===== src/cssc_pkg.sv =====
// package: register offsets, field positions, reset values and timing counts
// assumes: apb slave with 32-bit data, registers in the low 16 bits
package cssc_pkg;
  // offsets 0x2 and 0x4 are register indices; byte address is four times the index
  localparam logic [7:0] IDX_STATUS = 8'h02;
  localparam logic [7:0] IDX_OSC_CTRL = 8'h04;
  localparam logic [7:0] IDX_MAIN_CTRL = 8'h00;
  localparam logic [9:0] ADDR_STATUS = {IDX_STATUS, 2'b00};
  localparam logic [9:0] ADDR_OSC_CTRL = {IDX_OSC_CTRL, 2'b00};
  localparam logic [9:0] ADDR_MAIN_CTRL = {IDX_MAIN_CTRL, 2'b00};
  // status fields
  localparam int ST_FINE_UNLOCK = 15;
  localparam int ST_COARSE_UNLOCK = 14;
  localparam int ST_REF_LOSS = 13;
  localparam int ST_FINE_LOCKED = 6;
  localparam int ST_COARSE_LOCKED = 5;
  localparam int ST_PLL_OFF = 4;
  localparam int ST_CRYSTAL_PIN_READY = 2;
  // oscillator control fields
  localparam int OC_RELAX_PD = 15;
  localparam int OC_RELAX_SB_N = 14;
  localparam int OC_CRYSTAL_PIN_LOW_PWR = 13;
  localparam int OC_DIRECT_CLK = 12;
  localparam int OC_RANGE = 11;
  localparam int OC_EXT_INPUT_SELECT = 10;
  localparam logic [15:0] OSC_CTRL_RESET = 16'h4200;
  // main control fields (own layout)
  localparam int MC_PLL_OFF = 0;
  localparam int MC_COARSE_IE = 1;
  localparam int MC_FINE_IE = 2;
  localparam int MC_REF_LOSS_IE = 3;
  localparam int MC_PRESCALER_EXT = 4;
  localparam logic [15:0] MAIN_CTRL_RESET = 16'h0000;
  localparam logic [15:0] MAIN_CTRL_MASK = 16'h001f;
  // timing
  localparam int PLL_OFF_DELAY = 4;
endpackage : cssc_pkg


===== src/cssc_delay.sv =====
// delay line: holds a one-bit level for a fixed number of clock cycles
// assumes: single clock, asynchronous active-low reset
`timescale 1ns/100ps
`default_nettype none
module cssc_delay #(
  parameter int DEPTH = 4
) (
  // clock and reset
  input wire logic pclk,
  input wire logic presetn,
  // data
  input wire logic din,
  output logic dout
);
  logic [DEPTH-1:0] stage;
  always_ff @(posedge pclk or negedge presetn) begin
    if (!presetn) begin
      stage <= '0;
    end else begin
      stage <= {stage[DEPTH-2:0], din};
    end
  end
  assign dout = stage[DEPTH-1];
endmodule : cssc_delay
`default_nettype wire


===== src/cssc_flag.sv =====
// sticky write-one-to-clear flag: hardware set beats software clear
// assumes: set and clear are single-cycle qualified strobes
`timescale 1ns/100ps
`default_nettype none
module cssc_flag (
  // clock and reset
  input wire logic pclk,
  input wire logic presetn,
  // control
  input wire logic set,
  input wire logic clr,
  output logic flag
);
  always_ff @(posedge pclk or negedge presetn) begin
    if (!presetn) begin
      flag <= 1'b0;
    end else if (set) begin
      flag <= 1'b1;
    end else if (clr) begin
      flag <= 1'b0;
    end
  end
endmodule : cssc_flag
`default_nettype wire


===== src/cssc_top.sv =====
// clock synthesis status and oscillator control, apb slave
// assumes: lock, reference and oscillator inputs are synchronous to pclk
//
// The APB register port is this design's own decision.
`timescale 1ns/100ps
`default_nettype none
module cssc_top
  import cssc_pkg::*;
(
  // apb
  input wire logic pclk,
  input wire logic presetn,
  input wire logic psel,
  input wire logic penable,
  input wire logic pwrite,
  input wire logic [9:0] paddr,
  input wire logic [31:0] pwdata,
  input wire logic [3:0] pstrb,
  output logic [31:0] prdata,
  output logic pready,
  output logic pslverr,
  // pll and oscillator status inputs
  input wire logic fine_locked_in,
  input wire logic coarse_locked_in,
  input wire logic ref_loss_in,
  input wire logic crystal_pin_osc_ready_in,
  input wire logic [1:0] sys_clk_source_in,
  // oscillator controls
  output logic relax_osc_power_down,
  output logic relax_osc_standby_n,
  output logic crystal_pin_low_power,
  output logic direct_clock_mode,
  output logic crystal_pin_range_high,
  output logic ext_input_select,
  output logic [9:0] relax_trim,
  // pll controls
  output logic pll_off_ctrl,
  output logic prescaler_ext_select,
  // interrupt
  output logic pll_irq
);
  // ------------------------------------------------------------
  // bus decode
  // ------------------------------------------------------------
  logic access;
  logic wr;
  logic hit_status;
  logic hit_osc;
  logic hit_main;
  logic lo_lanes;
  assign access = psel && penable;
  assign wr = access && pwrite;
  assign hit_status = paddr == ADDR_STATUS;
  assign hit_osc = paddr == ADDR_OSC_CTRL;
  assign hit_main = paddr == ADDR_MAIN_CTRL;
  assign lo_lanes = pstrb[1:0] == 2'b11;

  // ------------------------------------------------------------
  // control registers
  // ------------------------------------------------------------
  logic [15:0] main_ctrl;
  logic [15:0] osc_ctrl;
  always_ff @(posedge pclk or negedge presetn) begin
    if (!presetn) begin
      main_ctrl <= MAIN_CTRL_RESET;
    end else if (wr && hit_main && lo_lanes) begin
      main_ctrl <= pwdata[15:0] & MAIN_CTRL_MASK;
    end
  end

  always_ff @(posedge pclk or negedge presetn) begin
    if (!presetn) begin
      osc_ctrl <= OSC_CTRL_RESET;
    end else if (wr && hit_osc && lo_lanes) begin
      osc_ctrl <= pwdata[15:0];
    end
  end

  always_ff @(posedge pclk or negedge presetn) begin
    if (!presetn) begin
      relax_osc_power_down <= OSC_CTRL_RESET[OC_RELAX_PD];
      relax_osc_standby_n <= OSC_CTRL_RESET[OC_RELAX_SB_N];
      crystal_pin_low_power <= OSC_CTRL_RESET[OC_CRYSTAL_PIN_LOW_PWR];
      direct_clock_mode <= OSC_CTRL_RESET[OC_DIRECT_CLK];
      crystal_pin_range_high <= OSC_CTRL_RESET[OC_RANGE];
      ext_input_select <= OSC_CTRL_RESET[OC_EXT_INPUT_SELECT];
      relax_trim <= OSC_CTRL_RESET[9:0];
      pll_off_ctrl <= MAIN_CTRL_RESET[MC_PLL_OFF];
      prescaler_ext_select <= MAIN_CTRL_RESET[MC_PRESCALER_EXT];
    end else begin
      relax_osc_power_down <= osc_ctrl[OC_RELAX_PD];
      relax_osc_standby_n <= osc_ctrl[OC_RELAX_SB_N];
      crystal_pin_low_power <= osc_ctrl[OC_CRYSTAL_PIN_LOW_PWR];
      direct_clock_mode <= osc_ctrl[OC_DIRECT_CLK];
      crystal_pin_range_high <= osc_ctrl[OC_RANGE];
      ext_input_select <= osc_ctrl[OC_EXT_INPUT_SELECT];
      relax_trim <= osc_ctrl[9:0];
      pll_off_ctrl <= main_ctrl[MC_PLL_OFF];
      prescaler_ext_select <= main_ctrl[MC_PRESCALER_EXT];
    end
  end

  // ------------------------------------------------------------
  // sticky flags
  // ------------------------------------------------------------
  logic clr_status;
  logic fine_unlock_flag;
  logic coarse_unlock_flag;
  logic ref_loss_flag;
  assign clr_status = wr && hit_status && lo_lanes;

  cssc_flag u_fine_flag (
    .pclk(pclk),
    .presetn(presetn),
    .set(!fine_locked_in && main_ctrl[MC_FINE_IE]),
    .clr(clr_status && pwdata[ST_FINE_UNLOCK]),
    .flag(fine_unlock_flag)
  );

  cssc_flag u_coarse_flag (
    .pclk(pclk),
    .presetn(presetn),
    .set(!coarse_locked_in && main_ctrl[MC_COARSE_IE]),
    .clr(clr_status && pwdata[ST_COARSE_UNLOCK]),
    .flag(coarse_unlock_flag)
  );

  cssc_flag u_ref_flag (
    .pclk(pclk),
    .presetn(presetn),
    .set(ref_loss_in),
    .clr(clr_status && pwdata[ST_REF_LOSS]),
    .flag(ref_loss_flag)
  );

  // ------------------------------------------------------------
  // pll power-down status
  // ------------------------------------------------------------
  logic pll_off_status;
  cssc_delay #(
    .DEPTH(PLL_OFF_DELAY)
  ) u_pll_off_delay (
    .pclk(pclk),
    .presetn(presetn),
    .din(main_ctrl[MC_PLL_OFF]),
    .dout(pll_off_status)
  );

  // ------------------------------------------------------------
  // status word and interrupt
  // ------------------------------------------------------------
  logic [15:0] status_word;
  always_comb begin
    status_word = 16'h0000;
    status_word[ST_FINE_UNLOCK] = fine_unlock_flag;
    status_word[ST_COARSE_UNLOCK] = coarse_unlock_flag;
    status_word[ST_REF_LOSS] = ref_loss_flag;
    status_word[ST_FINE_LOCKED] = fine_locked_in;
    status_word[ST_COARSE_LOCKED] = coarse_locked_in;
    status_word[ST_PLL_OFF] = pll_off_status;
    status_word[ST_CRYSTAL_PIN_READY] = crystal_pin_osc_ready_in;
    status_word[1:0] = sys_clk_source_in;
  end

  always_ff @(posedge pclk or negedge presetn) begin
    if (!presetn) begin
      pll_irq <= 1'b0;
    end else begin
      pll_irq <= (fine_unlock_flag && main_ctrl[MC_FINE_IE])
        || (coarse_unlock_flag && main_ctrl[MC_COARSE_IE])
        || (ref_loss_flag && main_ctrl[MC_REF_LOSS_IE]);
    end
  end

  // ------------------------------------------------------------
  // apb answer
  // ------------------------------------------------------------
  logic unmapped;
  logic [31:0] next_prdata;
  assign unmapped = !(hit_status || hit_osc || hit_main);
  always_comb begin
    next_prdata = 32'h00000000;
    if (hit_status) begin
      next_prdata[15:0] = status_word;
    end else if (hit_osc) begin
      next_prdata[15:0] = osc_ctrl;
    end else if (hit_main) begin
      next_prdata[15:0] = main_ctrl;
    end
  end

  // no wait states: setup cycle loads read data, access completes at once
  always_ff @(posedge pclk or negedge presetn) begin
    if (!presetn) begin
      prdata <= 32'h00000000;
      pready <= 1'b0;
      pslverr <= 1'b0;
    end else begin
      pready <= psel && !penable;
      pslverr <= psel && !penable && unmapped;
      if (psel && !penable && !pwrite) begin
        prdata <= next_prdata;
      end
    end
  end

  // ------------------------------------------------------------
  // checks
  // ------------------------------------------------------------
  a_irq_follows_flag: assert property (@(posedge pclk) disable iff (!presetn)
    (ref_loss_flag && main_ctrl[MC_REF_LOSS_IE]) |=> pll_irq)
    else $error("irq not raised for enabled reference loss");
  a_fine_gated: assert property (@(posedge pclk) disable iff (!presetn)
    (!fine_unlock_flag && !main_ctrl[MC_FINE_IE]) |=> !fine_unlock_flag)
    else $error("fine unlock flag set while disabled");
  a_coarse_sets: assert property (@(posedge pclk) disable iff (!presetn)
    (!coarse_locked_in && main_ctrl[MC_COARSE_IE]) |=> coarse_unlock_flag)
    else $error("coarse unlock flag not set");
  a_ref_clear: assert property (@(posedge pclk) disable iff (!presetn)
    (clr_status && pwdata[ST_REF_LOSS] && !ref_loss_in) |=> !ref_loss_flag)
    else $error("reference loss flag not cleared");
  a_reserved_zero: assert property (@(posedge pclk) disable iff (!presetn)
    (status_word[12:7] == 6'h00) && !status_word[3])
    else $error("reserved status bit nonzero");
  a_pll_off_delay: assert property (@(posedge pclk) disable iff (!presetn)
    $rose(main_ctrl[MC_PLL_OFF]) |-> !pll_off_status [*4] ##1 pll_off_status)
    else $error("pll power-down status not four clocks late");
  a_zero_keeps: assert property (@(posedge pclk) disable iff (!presetn)
    (clr_status && !pwdata[ST_FINE_UNLOCK] && fine_unlock_flag) |=> fine_unlock_flag)
    else $error("flag lost on zero write");
  a_set_wins: assert property (@(posedge pclk) disable iff (!presetn)
    (ref_loss_in && clr_status && pwdata[ST_REF_LOSS]) |=> ref_loss_flag)
    else $error("clear won over set");
  a_trim_out: assert property (@(posedge pclk) disable iff (!presetn)
    (wr && hit_osc && lo_lanes) |=> ##1 relax_trim == $past(pwdata[9:0], 2))
    else $error("trim output mismatch");

  // ------------------------------------------------------------
  // checks: flag set and clear
  // ------------------------------------------------------------
  a_fine_sets: assert property (@(posedge pclk) disable iff (!presetn)
    (!fine_locked_in && main_ctrl[MC_FINE_IE]) |=> fine_unlock_flag)
    else $error("fine unlock flag not set");
  a_fine_clear: assert property (@(posedge pclk) disable iff (!presetn)
    (clr_status && pwdata[ST_FINE_UNLOCK] && (fine_locked_in || !main_ctrl[MC_FINE_IE]))
    |=> !fine_unlock_flag)
    else $error("fine unlock flag not cleared");
  a_coarse_gated: assert property (@(posedge pclk) disable iff (!presetn)
    (!coarse_unlock_flag && !main_ctrl[MC_COARSE_IE]) |=> !coarse_unlock_flag)
    else $error("coarse unlock flag set while disabled");
  a_coarse_clear: assert property (@(posedge pclk) disable iff (!presetn)
    (clr_status && pwdata[ST_COARSE_UNLOCK] && (coarse_locked_in || !main_ctrl[MC_COARSE_IE]))
    |=> !coarse_unlock_flag)
    else $error("coarse unlock flag not cleared");
  a_ref_sets: assert property (@(posedge pclk) disable iff (!presetn)
    ref_loss_in |=> ref_loss_flag)
    else $error("reference loss flag not set");
  a_ref_holds: assert property (@(posedge pclk) disable iff (!presetn)
    (ref_loss_flag && !(clr_status && pwdata[ST_REF_LOSS])) |=> ref_loss_flag)
    else $error("reference loss flag dropped without clear");
  a_coarse_zero_keeps: assert property (@(posedge pclk) disable iff (!presetn)
    (clr_status && !pwdata[ST_COARSE_UNLOCK] && coarse_unlock_flag) |=> coarse_unlock_flag)
    else $error("coarse flag lost on zero write");
  a_ref_zero_keeps: assert property (@(posedge pclk) disable iff (!presetn)
    (clr_status && !pwdata[ST_REF_LOSS] && ref_loss_flag) |=> ref_loss_flag)
    else $error("reference flag lost on zero write");
  a_fine_set_wins: assert property (@(posedge pclk) disable iff (!presetn)
    (!fine_locked_in && main_ctrl[MC_FINE_IE] && clr_status && pwdata[ST_FINE_UNLOCK])
    |=> fine_unlock_flag)
    else $error("fine clear won over set");

  // ------------------------------------------------------------
  // checks: interrupt and status word
  // ------------------------------------------------------------
  a_irq_fine: assert property (@(posedge pclk) disable iff (!presetn)
    (fine_unlock_flag && main_ctrl[MC_FINE_IE]) |=> pll_irq)
    else $error("irq not raised for enabled fine unlock");
  a_irq_coarse: assert property (@(posedge pclk) disable iff (!presetn)
    (coarse_unlock_flag && main_ctrl[MC_COARSE_IE]) |=> pll_irq)
    else $error("irq not raised for enabled coarse unlock");
  a_irq_quiet: assert property (@(posedge pclk) disable iff (!presetn)
    !((fine_unlock_flag && main_ctrl[MC_FINE_IE])
      || (coarse_unlock_flag && main_ctrl[MC_COARSE_IE])
      || (ref_loss_flag && main_ctrl[MC_REF_LOSS_IE])) |=> !pll_irq)
    else $error("irq raised with no enabled flag");
  a_lock_bits: assert property (@(posedge pclk) disable iff (!presetn)
    (status_word[ST_FINE_LOCKED] == fine_locked_in)
    && (status_word[ST_COARSE_LOCKED] == coarse_locked_in))
    else $error("lock bits do not follow detectors");
  a_pll_off_track: assert property (@(posedge pclk) disable iff (!presetn)
    pll_off_status == $past(main_ctrl[MC_PLL_OFF], 4))
    else $error("pll power-down status not four clocks behind control");
  a_crystal_pin_ready: assert property (@(posedge pclk) disable iff (!presetn)
    status_word[ST_CRYSTAL_PIN_READY] == crystal_pin_osc_ready_in)
    else $error("crystal ready bit wrong");
  a_source_bits: assert property (@(posedge pclk) disable iff (!presetn)
    status_word[1:0] == sys_clk_source_in)
    else $error("clock source status wrong");
  a_reserved_read: assert property (@(posedge pclk) disable iff (!presetn)
    (psel && !penable && !pwrite && hit_status)
    |=> (prdata[31:16] == 16'h0000) && (prdata[12:7] == 6'h00) && !prdata[3])
    else $error("reserved status bits read nonzero");

  // ------------------------------------------------------------
  // checks: oscillator outputs
  // ------------------------------------------------------------
  a_relax_pd_out: assert property (@(posedge pclk) disable iff (!presetn)
    (wr && hit_osc && lo_lanes) |=> ##1 relax_osc_power_down == $past(pwdata[OC_RELAX_PD], 2))
    else $error("relaxation power-down output mismatch");
  a_standby_out: assert property (@(posedge pclk) disable iff (!presetn)
    (wr && hit_osc && lo_lanes) |=> ##1 relax_osc_standby_n == $past(pwdata[OC_RELAX_SB_N], 2))
    else $error("standby output mismatch");
  a_low_pwr_out: assert property (@(posedge pclk) disable iff (!presetn)
    (wr && hit_osc && lo_lanes) |=> ##1 crystal_pin_low_power == $past(pwdata[OC_CRYSTAL_PIN_LOW_PWR], 2))
    else $error("crystal power level output mismatch");
  a_direct_out: assert property (@(posedge pclk) disable iff (!presetn)
    (wr && hit_osc && lo_lanes) |=> ##1 direct_clock_mode == $past(pwdata[OC_DIRECT_CLK], 2))
    else $error("direct clock output mismatch");
  a_range_out: assert property (@(posedge pclk) disable iff (!presetn)
    (wr && hit_osc && lo_lanes) |=> ##1 crystal_pin_range_high == $past(pwdata[OC_RANGE], 2))
    else $error("crystal range output mismatch");
  a_ext_out: assert property (@(posedge pclk) disable iff (!presetn)
    (wr && hit_osc && lo_lanes) |=> ##1 ext_input_select == $past(pwdata[OC_EXT_INPUT_SELECT], 2))
    else $error("external input select output mismatch");
  a_strobe_ignored: assert property (@(posedge pclk) disable iff (!presetn)
    (wr && hit_osc && !lo_lanes) |=> $stable(osc_ctrl))
    else $error("oscillator control written without byte strobes");

  // ------------------------------------------------------------
  // checks: bus answer
  // ------------------------------------------------------------
  a_ready_next: assert property (@(posedge pclk) disable iff (!presetn)
    (psel && !penable) |=> pready)
    else $error("ready missing in access cycle");
  a_ready_pulse: assert property (@(posedge pclk) disable iff (!presetn)
    pready |=> !pready)
    else $error("ready held longer than one cycle");
  a_err_unmapped: assert property (@(posedge pclk) disable iff (!presetn)
    (psel && !penable && unmapped) |=> pslverr)
    else $error("no error for unmapped address");
  a_status_write_only: assert property (@(posedge pclk) disable iff (!presetn)
    (wr && hit_status) |=> $stable(osc_ctrl) && $stable(main_ctrl))
    else $error("status write changed a control register");
endmodule : cssc_top
`default_nettype wire


===== config.mk =====
export PLATFORM = sky130hd
export DESIGN_NAME = cssc_top
export DESIGN_NICKNAME = d
export VERILOG_FILES = /design/src/cssc_pkg.sv /design/src/cssc_delay.sv /design/src/cssc_flag.sv /design/src/cssc_top.sv
export SDC_FILE = /design/constraint.sdc
export NUM_CORES = 1
export LEC_CHECK = 0
export BUFFER_PORTS_ARGS = -buffer_cell sky130_fd_sc_hd__buf_4
export CORE_MARGIN = 3
export CORE_UTILIZATION = 47
export CTS_CLUSTER_SIZE = 24
export DETAILED_ROUTE_END_ITERATION = 12
export HOLD_SLACK_MARGIN = 0.05
export PLACE_DENSITY = 0.86
export SLEW_MARGIN = 10
export SYNTH_ARGS = -nofsm -noshare
export SYNTH_HDL_FRONTEND = slang
export SYNTH_SLANG_ARGS = --single-unit
export TNS_END_PERCENT = 100

===== constraint.sdc =====
create_clock -name pclk -period 1.1 [get_ports pclk]
set_input_delay 0.165 -clock pclk [delete_from_list [all_inputs] [get_ports pclk]]
set_output_delay 0.165 -clock pclk [all_outputs]
set_load 0.005 [all_outputs]

==> metrics.md <==
| Metric | Value |
|---|---|
| Num rows | `26` |
| Fmax | `0.634 GHz` |
| Fin. Hold Viols | `0` |
| Final worst-path cycle share | `143%` |
| Post-synth ARST share | `100%` |
| I/O pin total | `110` |
| CTS tree | `yes` |
| Yosys Warn Count | `0` |
| WL/cell | `about 17 um` |
| First-pass GRT wire length | `roughly 10000 um` |
| Seq/Total Area, Yosys | `63.8%` |
| Max Transition Viols Final | `0` |
| Most frequent cell after synthesis | `dfrtp_1` |
| Ys flop type | `dfrtp_1` |
| Largest cells by area after synthesis | `dfrtp_1 60%, mux2_4 6.0%, mux2_2 4.9%` |
| Die width | `79.2 um` |
| Max-cap violations | `0` |
| PD cells | `~1200 nW/um2` |
| Clk sinks | `64` |
| Post-synth EDFFs | `0` |
| Hold Path Class | `primary input to register` |
| Die area | `between 6000 and 7000 um2` |
| Critical path arrival | `1.80 ns` |
| CP required | `between 1 and 1.5 ns` |
| DRC Markers | `0` |
| Post-synthesis average cell area | `approximately 14 um2` |
| Remaining Overflow, GRT | `0` |
| Grt met3 use | `8.28%` |
| CP endpoint kind | `register` |
| GRT busiest layer | `met2` |
| Share of post-route cells with drive strength above 1 | `52.0%` |
| Clock Skew | `roughly 0.0032 ns` |
| Clk buf depth | `2` |
| Clock Root Buffer | `clkbuf_8` |
| Final setup violation count | `between 40 and 50` |
| Mapped Area | `approximately 2500 um2` |
| P&R area growth vs syn | `50.2%` |
| Hpwl dp | `just over 4000 um` |
| Vias | `between 1500 and 2000` |
| ANT nets after route | `0` |
| Post-Synthesis Cells | `roughly 170` |
| Clk_lat worst skew | `roughly 0.33 ns` |
| Critical-path maximum fanout | `2` |
| Synth top area share | `just under 60%` |
| RSZ-0062 raised after global routing | `true` |
| Antenna cells | `0` |
| Core box area | `between 5000 and 6000 um2` |
| Final min period | `between 1.5 and 2 ns` |
| GRT Resource Usage Total | `21.7%` |
| H-tree depth | `3` |
| GR Util met1 | `28.6%` |
| Clock transition at path regs | `around 0.06 ns` |
| Synth unique cells | `33` |
| CP Class | `primary input to register` |
| RD Place Congestion | `0.831` |
| Initial antenna violation count | `0` |
| Starting Density | `around half` |
| #FFs+latches synth | `64` |
| Layout Nets | `between 300 and 400` |
| Die Ht | `a little under 80 um` |
| Cell Count, Final, Fillers Out | `roughly 370` |
| Placed Cells | `approximately 340` |
| IO buf count | `75` |
| FF-to-FF setup slack | `0.15 ns` |
| PnR worst setup slack | `-0.478 ns` |
| Leak pwr | `0.00195 uW` |
| Total wire length | `~6300 um` |
| Max IR drop VDD | `between 1 and 1.5 mV` |
| Post-synth top area cell | `dfrtp_1` |
| Fill cell count | `approximately 360` |
| Initial DRC count | `about 110` |
| Largest net degree at the start of global routing | `31` |
| Total CTS buffers | `9` |
| Drt pass-1 iters | `4` |
| Met2 Use GR | `~33%` |
| Via-per-instance ratio | `about 5.0` |
| Failing checks | `setup timing` |
| Post-synth top cells | `60 x dfrtp_1, 16 x buf_4, 11 x mux2_2, 11 x nand2_1, 10 x mux2_4` |
| Status | `finished with violations` |
| Crit path launch type | `primary input` |
| Number of global-route vias before repair | `between 1500 and 2000` |
| Post-layout util | `between 70% and 80%` |
[area by class of cell]
class	count	area, um2	share of cell area (%)
multi-input combinational	101	891	23.6
clock inverter	5	56.3	1.49
timing repair buffer	117	983	26.0
sequential	64	1610	42.5
inverter	4	15.0	0.397
clock buffer	11	141	3.74
tap	70	87.6	2.32
[where the power goes]
group | switching, uW | internal [uW] | leakage [uW]
logic | 160 | 188 | 0.000976
clock network | 867 | 1100 | 0.0000993
registers | 3.99 | 2360 | 0.000872
total | 1030 | 3650 | 0.00195
[worst max-delay path, stage by stage]
cell and delay (ns):
buf_6 0.09, or4_4 0.55, nor4_4 0.25, buf_4 0.16, nand3b_1 0.14, buf_6 0.16, mux2_4 0.29
[layer usage]
metal / wire length [um] / share of wire, %
met4: 105 / 1.7
met3: 499 / 7.9
met5: 0 / 0
met1: 2640 / 42
met2: 3040 / 48
[final timing paths]
check	to	depth (start not counted)	from
worst min-delay path	prdata[0]$_DFFE_PN0P_	3	sys_clk_source_in[0]
worst max-delay path	main_ctrl[0]$_DFFE_PN0P_	7	paddr[8]
worst min register to register	u_pll_off_delay.stage[2]$_DFF_PN0_	0	u_pll_off_delay.stage[1]$_DFF_PN0_
min in group asynchronous	relax_trim[8]$_DFF_PN0_	2	presetn
worst max register to register	pll_irq$_DFF_PN0_	2	main_ctrl[2]$_DFFE_PN0P_
max in group asynchronous	osc_ctrl[7]$_DFFE_PN0P_	3	presetn
[through the flow]
step / setup TNS [ns] / worst slack, ns / hold slack (ns) / power, uW / area [um2]
after floorplan: -22.91 / -0.748 / -0.131 / 2500 / 2580
after global placement: -30.10 / -0.829 / 0.104 / 2690 / 3260
after detailed placement: -31.33 / -0.871 / 0.112 / 2700 / 3260
after CTS: -14.36 / -0.435 / 0.0501 / 4710 / 3720
after global routing: -18.12 / -0.539 / 0.0542 / 4890 / 3780
final: -16.08 / -0.478 / 0.0668 / 4680 / 3780
[timing repair]
item                                   CTS  global route
setup endpoints to repair               43            43
hold buffers                            10             3
pin swaps                                5             8
cloned                                   1             1
buffers inserted                         4             1
endpoints found under the hold margin   55             3
gates resized for setup                 29             2
[logic make-up after synthesis]
kind of cell / synth area share [%]
mux: 12.9
compound gates: 7.21
buf+inv: 7.16
other cells: 0.149
flops: 63.8
simple gates: 8.80
[layout by cell type, fill, tap and decap left out, types with 4 or more instances in the layout]
cell type	netlist	final
a221o_1	5	5
a22o_1	8	8
and2_0	5	5
buf_4	16	93
buf_6	1	8
clkbuf_8	0	10
conb_1	1	16
dfrtp_1	60	60
dfstp_2	4	4
dlygate4sd3_1	0	13
inv_1	4	4
mux2_2	11	4
mux2_4	10	17
mux2i_1	5	5
nand2_1	11	10
nand3_1	4	4
o211ai_1	4	4
[sequential cells by signal, summed over array words and instances (netlist names), 4 cells and up]
name and count:
main_ctrl 5, osc_ctrl 16, prdata 16, relax_trim 10
u_pll_off_delay.stage 4
Note: power is estimated with default switching activity, not from simulation.
